$ cat src/mcc_pkg.sv
package mcc_pkg;

  // ----------------------------------------
  // Clock sources and sleep modes.
  // ----------------------------------------
  typedef enum logic [1:0] {MCC_SRC_FAST, MCC_SRC_LOWPWR, MCC_SRC_CRYSTAL, MCC_SRC_EXT} mcc_src_t;
  typedef enum logic [1:0] {MCC_ACTIVE, MCC_IDLE, MCC_STANDBY, MCC_POWERDOWN} mcc_sleep_t;

  localparam int MCC_NSRC = 4;
  localparam int MCC_DIVW = 7;
  localparam int MCC_FSELW = 2;

  // ----------------------------------------
  // Reset values and field layout.
  // ----------------------------------------
  localparam mcc_src_t MCC_SEL_RESET = MCC_SRC_FAST;
  localparam logic MCC_PEN_RESET = 1'h1;
  localparam logic [3:0] MCC_PDIV_RESET = 4'h8;
  localparam int MCC_OSC_CRYSTAL_EN = 0;
  localparam int MCC_OSC_RS_LSB = 1;

  // ----------------------------------------
  // Timing counts.
  // ----------------------------------------
  localparam logic [2:0] MCC_CCP_WINDOW = 3'h4;
  localparam logic [1:0] MCC_EXT_READY_EDGES = 2'h2;
  localparam int MCC_STABLE_EDGES = 8;

  // Prescaler code to division factor; twelve settings from 1 to 64.
  function automatic logic [MCC_DIVW-1:0] mcc_div(input logic pen, input logic [3:0] pdiv);
    logic [MCC_DIVW-1:0] d;
    d = 7'h01;
    if (pen) begin
      unique case (pdiv)
        4'h0: d = 7'h02;
        4'h1: d = 7'h04;
        4'h2: d = 7'h08;
        4'h3: d = 7'h10;
        4'h4: d = 7'h20;
        4'h5: d = 7'h40;
        4'h8: d = 7'h06;
        4'h9: d = 7'h0A;
        4'hA: d = 7'h0C;
        4'hB: d = 7'h18;
        4'hC: d = 7'h30;
        default: d = 7'h02;
      endcase
    end
    return d;
  endfunction

endpackage

$ cat src/mcc_clk_if.sv
`timescale 1ns/1ns
interface mcc_clk_if;
  import mcc_pkg::*;

  logic                     req_valid;
  mcc_src_t                 req_src;
  mcc_src_t                 cur_src;
  mcc_src_t                 tgt_src;
  logic                     gate;
  logic                     switching;
  logic [MCC_NSRC-1:0]      src_ready;
  logic [MCC_NSRC-1:0]      src_edge;
  logic                     pen;
  logic [3:0]               pdiv;
  logic                     run;
  logic                     tick;

  modport top (output req_valid, req_src, src_ready, src_edge, pen, pdiv, run,
               input cur_src, tgt_src, gate, switching, tick);
  modport sw (input req_valid, req_src, src_ready, src_edge,
              output cur_src, tgt_src, gate, switching);
  modport ps (input pen, pdiv, run, output tick);
endinterface

$ cat src/mcc_switch.sv
`timescale 1ns/1ns
module mcc_switch
  import mcc_pkg::*;
#(
  parameter int STABLE_EDGES = MCC_STABLE_EDGES
) (
  // Clock and reset.
  input wire logic core_clk,
  input wire logic resetn,
  // Source change channel.
  mcc_clk_if.sw    sw
);

  typedef enum logic [1:0] {MCC_SW_IDLE, MCC_SW_WAIT, MCC_SW_GATE} mcc_sw_state_t;

  mcc_sw_state_t  state;
  mcc_sw_state_t  next_state;
  mcc_src_t       cur;
  mcc_src_t       next_cur;
  mcc_src_t       tgt;
  mcc_src_t       next_tgt;
  logic [7:0]     cnt;
  logic [7:0]     next_cnt;
  logic           ext_tgt;

  assign ext_tgt = (tgt == MCC_SRC_CRYSTAL) || (tgt == MCC_SRC_EXT);

  always_comb begin
    next_state = state;
    next_cur = cur;
    next_tgt = tgt;
    next_cnt = cnt;
    unique case (state)
      MCC_SW_IDLE: begin
        if (sw.req_valid && sw.req_src != cur) begin
          next_tgt = sw.req_src;
          next_cnt = 8'h00;
          next_state = MCC_SW_WAIT;
        end
      end
      MCC_SW_WAIT: begin
        if (ext_tgt) begin
          if (sw.src_edge[tgt]) begin
            next_cnt = cnt + 8'h01;
            if (cnt == 8'(STABLE_EDGES - 1)) begin
              next_state = MCC_SW_GATE;
            end
          end
        end else if (sw.src_ready[tgt]) begin
          next_state = MCC_SW_GATE;
        end
      end
      MCC_SW_GATE: begin
        next_cur = tgt;
        next_state = MCC_SW_IDLE;
      end
    endcase
  end

  always_ff @(posedge core_clk or negedge resetn) begin
    if (!resetn) begin
      state <= MCC_SW_IDLE;
      cur <= MCC_SEL_RESET;
      tgt <= MCC_SEL_RESET;
      cnt <= 8'h00;
    end else begin
      state <= next_state;
      cur <= next_cur;
      tgt <= next_tgt;
      cnt <= next_cnt;
    end
  end

  assign sw.cur_src = cur;
  assign sw.tgt_src = tgt;
  assign sw.gate = (state != MCC_SW_GATE);
  assign sw.switching = (state != MCC_SW_IDLE);
endmodule

$ cat src/mcc_prescale.sv
`timescale 1ns/1ns
module mcc_prescale
  import mcc_pkg::*;
(
  // Clock and reset.
  input wire logic core_clk,
  input wire logic resetn,
  // Prescaler channel.
  mcc_clk_if.ps    ps
);

  logic [MCC_DIVW-1:0] div;
  logic [MCC_DIVW-1:0] cnt;
  logic [MCC_DIVW-1:0] next_cnt;
  logic                tick;
  logic                next_tick;

  assign div = mcc_div(ps.pen, ps.pdiv);

  always_comb begin
    next_tick = ps.run && (cnt >= div - 7'h01);
    next_cnt = (next_tick || !ps.run) ? 7'h00 : cnt + 7'h01;
  end

  always_ff @(posedge core_clk or negedge resetn) begin
    if (!resetn) begin
      cnt <= 7'h00;
      tick <= 1'h0;
    end else begin
      cnt <= next_cnt;
      tick <= next_tick;
    end
  end

  assign ps.tick = tick;
endmodule

$ cat src/mcc_main.sv
`timescale 1ns/1ns
// How it works
// An internal oscillator starts by itself once any peripheral requests it.
// An oscillator nobody uses or requests stops unless run-in-standby holds it.
// Run-in-standby keeps an oscillator running in every mode except power-down.
// With run-in-standby set, requests find the oscillator already running.
// The main clock always runs in active and idle modes.
// In standby the main clock runs only when requested or held by run-in-standby.
// Power-down stops the main clock only after memory operations finish.
// A switch to an external source completes only after enough edges are seen.
// While such a switch waits, every further source change is refused.
// A switching flag stands while a source change is in progress.
// Separate stable flags report the external input and the crystal.
// One status bit per oscillator shows it is running and stable.
// The peripheral clock is the main clock divided by one of twelve factors.
// After reset the main clock is the fast oscillator divided by six.
// The fast oscillator frequency is taken from the fuse after reset.
// The crystal is never a source until its enable bit is written one.
// The main source comes from the select field; async clocks choose their own.
// The CPU clock feeds CPU, SRAM and memory controller; others get the prescaled one.
// Counter clock requested when counter or timer enabled; watchdog clock when enabled.
// Brown-out clock requested only in sampled mode of the detector.
// A request goes to the source the peripheral is configured for.
// Main select and prescaler writes are taken only via the protected procedure.
// Software changes the counter clock source only while the counter is off.
// A protected write counts only within four instructions after the key.
// The external clock input is ready two of its cycles after first request.
// The switch flag spans the write to the handover; handover is glitch-free, with the gate closed for one cycle.
module mcc_main
  import mcc_pkg::*;
#(
  parameter int STABLE_EDGES = MCC_STABLE_EDGES
) (
  // Clock and reset.
  input  wire logic                 core_clk,
  input  wire logic                 resetn,
  // Fuse and sleep state.
  input  wire logic [MCC_FSELW-1:0] frequency_select,
  input  wire mcc_sleep_t           sleep_mode,
  input  wire logic                 nvm_busy,
  // Change protection.
  input  wire logic                 change_protection_key,
  input  wire logic                 instr_retire,
  // Protected writes.
  input  wire logic                 main_select_write,
  input  wire mcc_src_t             main_source_select,
  input  wire logic                 prescaler_write,
  input  wire logic                 prescaler_enable,
  input  wire logic [3:0]           prescaler_div,
  input  wire logic                 osc_control_write,
  input  wire logic [3:0]           osc_control_data,
  // Peripheral requests.
  input  wire logic [MCC_NSRC-1:0]  periph_request,
  input  wire logic                 main_request,
  input  wire logic                 realtime_counter_enable,
  input  wire logic                 realtime_timer_enable,
  input  wire mcc_src_t             realtime_counter_source,
  input  wire logic                 watchdog_enable,
  input  wire logic                 brownout_detector_enable,
  input  wire logic                 brownout_sampled_mode,
  // Oscillator side.
  input  wire logic [MCC_NSRC-1:0]  osc_ready,
  input  wire logic [MCC_NSRC-1:0]  osc_edge,
  output logic [MCC_NSRC-1:0]       osc_enable,
  output logic [MCC_FSELW-1:0]      fast_osc_frequency,
  // Clock outputs.
  output mcc_src_t                  main_source,
  output logic                      cpu_clock_run,
  output logic                      peripheral_clock,
  output logic                      watchdog_clock,
  output logic                      brownout_clock,
  output logic                      realtime_counter_clock,
  // Status.
  output logic                      source_switching,
  output logic                      ext_input_stable,
  output logic                      crystal_stable,
  output logic [MCC_NSRC-1:0]       osc_stable,
  output logic                      crystal_enable,
  output logic [MCC_NSRC-1:0]       run_in_standby
);

  // ----------------------------------------
  // Change protection window.
  // ----------------------------------------
  logic [2:0] ccp_left;
  logic [2:0] next_ccp_left;
  logic       unlocked;

  assign unlocked = (ccp_left != 3'h0);

  always_comb begin
    next_ccp_left = ccp_left;
    if (change_protection_key) begin
      next_ccp_left = MCC_CCP_WINDOW;
    end else if (instr_retire && unlocked) begin
      next_ccp_left = ccp_left - 3'h1;
    end
  end

  // ----------------------------------------
  // Protected control bits and fuse frequency.
  // ----------------------------------------
  logic                 pen;
  logic                 next_pen;
  logic [3:0]           pdiv;
  logic [3:0]           next_pdiv;
  logic                 xtal_en;
  logic                 next_xtal_en;
  logic [MCC_NSRC-1:0]  rs;
  logic [MCC_NSRC-1:0]  next_rs;
  logic [MCC_FSELW-1:0] fsel;
  logic [MCC_FSELW-1:0] next_fsel;
  logic                 fuse_taken;
  logic                 next_fuse_taken;

  always_comb begin
    next_pen = pen;
    next_pdiv = pdiv;
    next_xtal_en = xtal_en;
    next_rs = rs;
    next_fsel = fsel;
    next_fuse_taken = 1'h1;
    if (!fuse_taken) begin
      next_fsel = frequency_select;
    end
    if (prescaler_write && unlocked) begin
      next_pen = prescaler_enable;
      next_pdiv = prescaler_div;
    end
    if (osc_control_write && unlocked) begin
      next_xtal_en = osc_control_data[MCC_OSC_CRYSTAL_EN];
      next_rs = {1'h0, osc_control_data[MCC_OSC_RS_LSB +: 3]};
    end
  end

  always_ff @(posedge core_clk or negedge resetn) begin
    if (!resetn) begin
      ccp_left <= 3'h0;
      pen <= MCC_PEN_RESET;
      pdiv <= MCC_PDIV_RESET;
      xtal_en <= 1'h0;
      rs <= '0;
      fsel <= '0;
      fuse_taken <= 1'h0;
    end else begin
      ccp_left <= next_ccp_left;
      pen <= next_pen;
      pdiv <= next_pdiv;
      xtal_en <= next_xtal_en;
      rs <= next_rs;
      fsel <= next_fsel;
      fuse_taken <= next_fuse_taken;
    end
  end

  // ----------------------------------------
  // Switcher and prescaler.
  // ----------------------------------------
  mcc_clk_if cif ();

  mcc_switch #(
    .STABLE_EDGES (STABLE_EDGES)
  ) u_switch (
    .core_clk (core_clk),
    .resetn   (resetn),
    .sw       (cif.sw)
  );

  mcc_prescale u_prescale (
    .core_clk (core_clk),
    .resetn   (resetn),
    .ps       (cif.ps)
  );

  // ----------------------------------------
  // Requests, oscillator enables and readiness.
  // ----------------------------------------
  logic [MCC_NSRC-1:0] demand;
  logic [MCC_NSRC-1:0] next_enable;
  logic [MCC_NSRC-1:0] ready;
  logic                main_run;
  logic                rtc_req;
  logic [1:0]          ext_cnt;
  logic [1:0]          next_ext_cnt;

  assign rtc_req = realtime_counter_enable || realtime_timer_enable;

  always_comb begin
    unique case (sleep_mode)
      MCC_ACTIVE, MCC_IDLE: main_run = 1'h1;
      MCC_STANDBY: main_run = main_request || rs[cif.cur_src];
      MCC_POWERDOWN: main_run = nvm_busy;
    endcase
  end

  generate
    for (genvar i = 0; i < MCC_NSRC; i++) begin : g_osc
      assign demand[i] = periph_request[i]
                      || (rtc_req && realtime_counter_source == mcc_src_t'(i));
      always_comb begin
        next_enable[i] = demand[i]
                      || (main_run && cif.cur_src == mcc_src_t'(i))
                      || (cif.switching && cif.tgt_src == mcc_src_t'(i))
                      || (rs[i] && sleep_mode != MCC_POWERDOWN);
        if (i == int'(MCC_SRC_CRYSTAL) && !xtal_en) begin
          next_enable[i] = 1'h0;
        end
      end
      if (i == int'(MCC_SRC_EXT)) begin : g_ext
        assign ready[i] = osc_enable[i] && (ext_cnt == MCC_EXT_READY_EDGES);
      end else begin : g_int
        assign ready[i] = osc_enable[i] && osc_ready[i];
      end
    end
  endgenerate

  always_comb begin
    next_ext_cnt = ext_cnt;
    if (!osc_enable[MCC_SRC_EXT]) begin
      next_ext_cnt = 2'h0;
    end else if (osc_edge[MCC_SRC_EXT] && ext_cnt != MCC_EXT_READY_EDGES) begin
      next_ext_cnt = ext_cnt + 2'h1;
    end
  end

  assign cif.req_valid = main_select_write && unlocked;
  assign cif.req_src = main_source_select;
  assign cif.src_ready = ready;
  assign cif.src_edge = osc_edge & osc_enable;
  assign cif.pen = pen;
  assign cif.pdiv = pdiv;
  assign cif.run = main_run && cif.gate;

  // ----------------------------------------
  // Output registers.
  // ----------------------------------------
  always_ff @(posedge core_clk or negedge resetn) begin
    if (!resetn) begin
      osc_enable <= '0;
      ext_cnt <= 2'h0;
      osc_stable <= '0;
      cpu_clock_run <= 1'h0;
      watchdog_clock <= 1'h0;
      brownout_clock <= 1'h0;
      realtime_counter_clock <= 1'h0;
    end else begin
      osc_enable <= next_enable;
      ext_cnt <= next_ext_cnt;
      osc_stable <= ready;
      cpu_clock_run <= main_run && cif.gate;
      watchdog_clock <= watchdog_enable;
      brownout_clock <= brownout_detector_enable && brownout_sampled_mode;
      realtime_counter_clock <= rtc_req;
    end
  end

  assign peripheral_clock = cif.tick;
  assign main_source = cif.cur_src;
  assign source_switching = cif.switching;
  assign ext_input_stable = osc_stable[MCC_SRC_EXT];
  assign crystal_stable = osc_stable[MCC_SRC_CRYSTAL];
  assign fast_osc_frequency = fsel;
  assign crystal_enable = xtal_en;
  assign run_in_standby = rs;
endmodule

$ cat config.mk
export PLATFORM = sky130hd
export DESIGN_NAME = mcc_main
export DESIGN_NICKNAME = d
export VERILOG_FILES = /design/src/mcc_pkg.sv /design/src/mcc_clk_if.sv /design/src/mcc_switch.sv /design/src/mcc_prescale.sv /design/src/mcc_main.sv
export SDC_FILE = /design/constraint.sdc
export NUM_CORES = 1
export LEC_CHECK = 0
export BUFFER_PORTS_ARGS = -buffer_cell sky130_fd_sc_hd__buf_2
export CELL_PAD_IN_SITES_DETAIL_PLACEMENT = 0
export CELL_PAD_IN_SITES_GLOBAL_PLACEMENT = 2
export CORE_MARGIN = 5
export CORE_UTILIZATION = 29
export CTS_CLUSTER_SIZE = 28
export DETAILED_ROUTE_END_ITERATION = 12
export PLACE_DENSITY = 0.81
export SKIP_LAST_GASP = 1
export SLEW_MARGIN = 30
export SYNTH_ARGS = -nofsm -noshare
export SYNTH_HDL_FRONTEND = slang
export SYNTH_SLANG_ARGS = --single-unit
$ cat constraint.sdc
create_clock -name core_clk -period 2.26 [get_ports core_clk]
set_clock_uncertainty 0.2 [all_clocks]
set_input_delay 0 -clock core_clk [delete_from_list [all_inputs] [get_ports core_clk]]
set_output_delay 0 -clock core_clk [all_outputs]
set_load 0.05 [all_outputs]
==> flow_summary.json <==
{
  "hold_depth": 4,
  "seq_area_mm2": 0.00128,
  "grtUsageTotal": 0.124,
  "slew_headroom": 0.542,
  "synth_area_leaders": "dfrtp_1, ha_1, mux2_2",
  "fin_ws_ps": -56.4,
  "finalCriticalPeriod_ps": 2320,
  "ir_worst_vdd_uv": 342,
  "fin_nets": 445,
  "overflow": 0,
  "yosys_warnings": 0,
  "yosysSeqAreaShare": 0.474,
  "synthFlopType": "dfrtp_1",
  "rsz0062_at_grt": "yes",
  "synth_cell_type_count": 49,
  "cp.arrival_ps": 2350,
  "place_area_mm2": 0.00325,
  "core-area_mm2": 0.00915,
  "hpwl_mm": 5.28,
  "status": "finished, violations left",
  "synth-async-reset-ratio": 1.00,
  "cts_root_buffer": "clkbuf_8",
  "p_per_area_mw_per_mm2": 992,
  "finalWirelength_mm": 6.87,
  "grt_pass1_vias": 2285,
  "first_pass_iters": 4,
  "antenna_cells": 0,
  "multi_input_area_mm2": 0.00138,
  "finalHoldViolCount": 0,
  "drt_iter0_markers": 46,
  "place_inst": 451,
  "fmax_ghz": 0.432,
  "numCtsBuffers": 5,
  "rr_startpoint": "cif.pdiv[3]",
  "timing.setup.tns_ps": -325,
  "synth_most_common_cell": "dfrtp_1",
  "grt_first_pass_wirelength_mm": 11.2,
  "antenna_found_initial": 0,
  "reg2reg_slack_ps": -60,
  "clk_pin_slew_ps": 100,
  "grt_start_max_net_pins": 30,
  "yosysTopAreaCellShare": 0.454,
  "wire_per_inst_um": 13.8,
  "path_class": "register to register",
  "stdcell_count": 499,
  "worst_setup_path_start_kind": "register",
  "fillers": 906,
  "synth_top_area_cell": "dfrtp_1",
  "netlist_area_mm2": 0.00270,
  "die_area_mm2": 0.0113,
  "cts_buffer_depth": 2,
  "fin_crit_sh": 1.02,
  "synth_seq_cells": 51,
  "ios": 68,
  "worstHoldStart": "prescaler_write",
  "synth_edf_count": 0,
  "fp-row-count": 35,
  "p_leak_nw": 1.75,
  "fin_area_mm2": 0.00379,
  "routed_via_density": 4.68,
  "hold_class": "primary input to register",
  "drc": 0,
  "area_delta_synth_final_pct": 40.5,
  "dr_total_vias": 2333,
  "final_core_util": 0.414,
  "start_util": 0.295,
  "hold_ws_ps": 19.8,
  "crit_path_end_kind": "register",
  "worst_pin_slew_ps": 687,
  "setup_viol": 7,
  "crit_fanout": 7,
  "drive_above_1_share": 0.317,
  "cts_tree": "yes",
  "slew_violations": 0,
  "cts.sinks": 51,
  "final_antenna_net_count": 0,
  "fp.dieH_um": 106,
  "worst_ep_required_time_ps": 2300,
  "port_buffers": 63,
  "syn_inst": 269,
  "violations": "negative setup slack",
  "gp_congestion": 0.773,
  "r2r_cells": 7,
  "whs_endpoint": "cif.pdiv[1]",
  "cap_violations": 0,
  "syn_area_per_cell_um2": 10.0,
  "htreeDepth": 2,
  "clock_latency_ps": 300,
  "worstReg2RegEnd": "u_prescale.cnt[3]",
  "synth_common_cells": "dfrtp_1, nor2_1, nand2_1",
  "die_w_um": 106
}
==> metal layers <==
layer	wire length (um)	share of wire	GRT usage	up-vias
met2	3180	0.46	0.200	61
met1	3240	0.47	0.168	1096
met5	0	0	0	-
met4	132	0.019	0.0411	0
li1	-	-	-	1165
met3	309	0.045	0.0200	11
==> what timing repair did <==
action / 4_1_cts / 5_1_grt
endpoints found under the setup margin: 7 / 11
pin swaps: 8 / 14
endpoints found under the hold margin: 57 / 0
gates resized for setup: 1 / 13
hold buffers: 37 / 0
buffers inserted: 0 / 3
==> layout make-up <==
type,count,area share
clock inverter,2,0.00429
tap,111,0.0366
timing repair buffer,121,0.222
sequential,51,0.337
inverter,15,0.0149
multi-input combinational,193,0.363
clock buffer,6,0.0218
==> power by group <==
part           total, W  switching (W)  internal [W]  leakage [nW]
logic           0.00185        0.00110      0.000751          1.08
registers       0.00134       0.000205       0.00114         0.628
clock network  0.000570       0.000319      0.000251        0.0474
total           0.00376        0.00162       0.00214          1.75
==> cell families (layout without fill, tap and decap cells) <==
family / Yosys count / count (layout) / share of synthesized area
and+or+nand+nor: 96 / 96 / 0.183
AOI/OAI and AO/OA: 52 / 52 / 0.128
DFF: 51 / 51 / 0.474
buffers and inverters: 26 / 144 / 0.0417
muxes: 17 / 17 / 0.0691
adders and majority gates: 15 / 15 / 0.0695
xor gates and xnor gates: 10 / 10 / 0.0325
other: 2 / 3 / 0.00278
==> cells in the final DEF (no fill, tap or decap), drive strengths merged, types with 13 or more instances in the layout <==
cell type	netlist	routed
nor2	24	24
nand2	22	22
buf	6	84
dlygate4sd3	0	37
dfrtp	49	49
mux2	13	13
inv	15	15
o21ai	17	17
ha	15	15
==> state kept, by name, indices dropped and copies added (netlist names) <==
name                    flops
ext_cnt                     2
ccp_left                    3
watchdog_clock              1
cif.pdiv                    4
osc_stable                  4
brownout_clock              1
crystal_enable              1
u_prescale.ps.tick          1
u_switch.sw.tgt_src         2
cif.pen                     1
run_in_standby              3
osc_enable                  4
u_switch.cnt                8
fast_osc_frequency          2
realtime_counter_clock      1
u_prescale.cnt              7
u_switch.sw.cur_src         2
fuse_taken                  1
cpu_clock_run               1
u_switch.state              2
==> critical path, cell delays in order (launching register included) <==
cell and delay (ps):
dfstp_2 620, xor2_2 160, nand4b_1 130, ha_1 340, and3_4 190, a311oi_2 250
nand3_2 220, nor2_2 150
==> metrics by stage <==
step / worst slack (ps) / total power (W)
6_report: -56.4 / 0.00376
5_1_grt: -213 / 0.00405
4_1_cts: -73.1 / 0.00374
3_5_place_dp: -54.0 / 0.00310
3_3_place_gp: -39.7 / 0.00305
2_1_floorplan: 5.65 / 0.00256
==> worst max path at each step <==
stage | end | slack [ps] | depth (start not counted) | from
6_report | u_prescale.cnt[3] | -60 | 7 | cif.pdiv[3]
5_1_grt | u_prescale.cnt[3] | -210 | 10 | cif.pdiv[3]
4_1_cts | u_prescale.cnt[4] | -70 | 10 | cif.pdiv[3]
3_5_place_dp | u_prescale.cnt[4] | -50 | 7 | cif.pdiv[3]
3_3_place_gp | u_prescale.cnt[4] | -40 | 9 | cif.pdiv[3]
2_1_floorplan | u_prescale.cnt[2] | 6 | 11 | cif.pdiv[3]
Note: power is estimated with default switching activity, not from simulation.
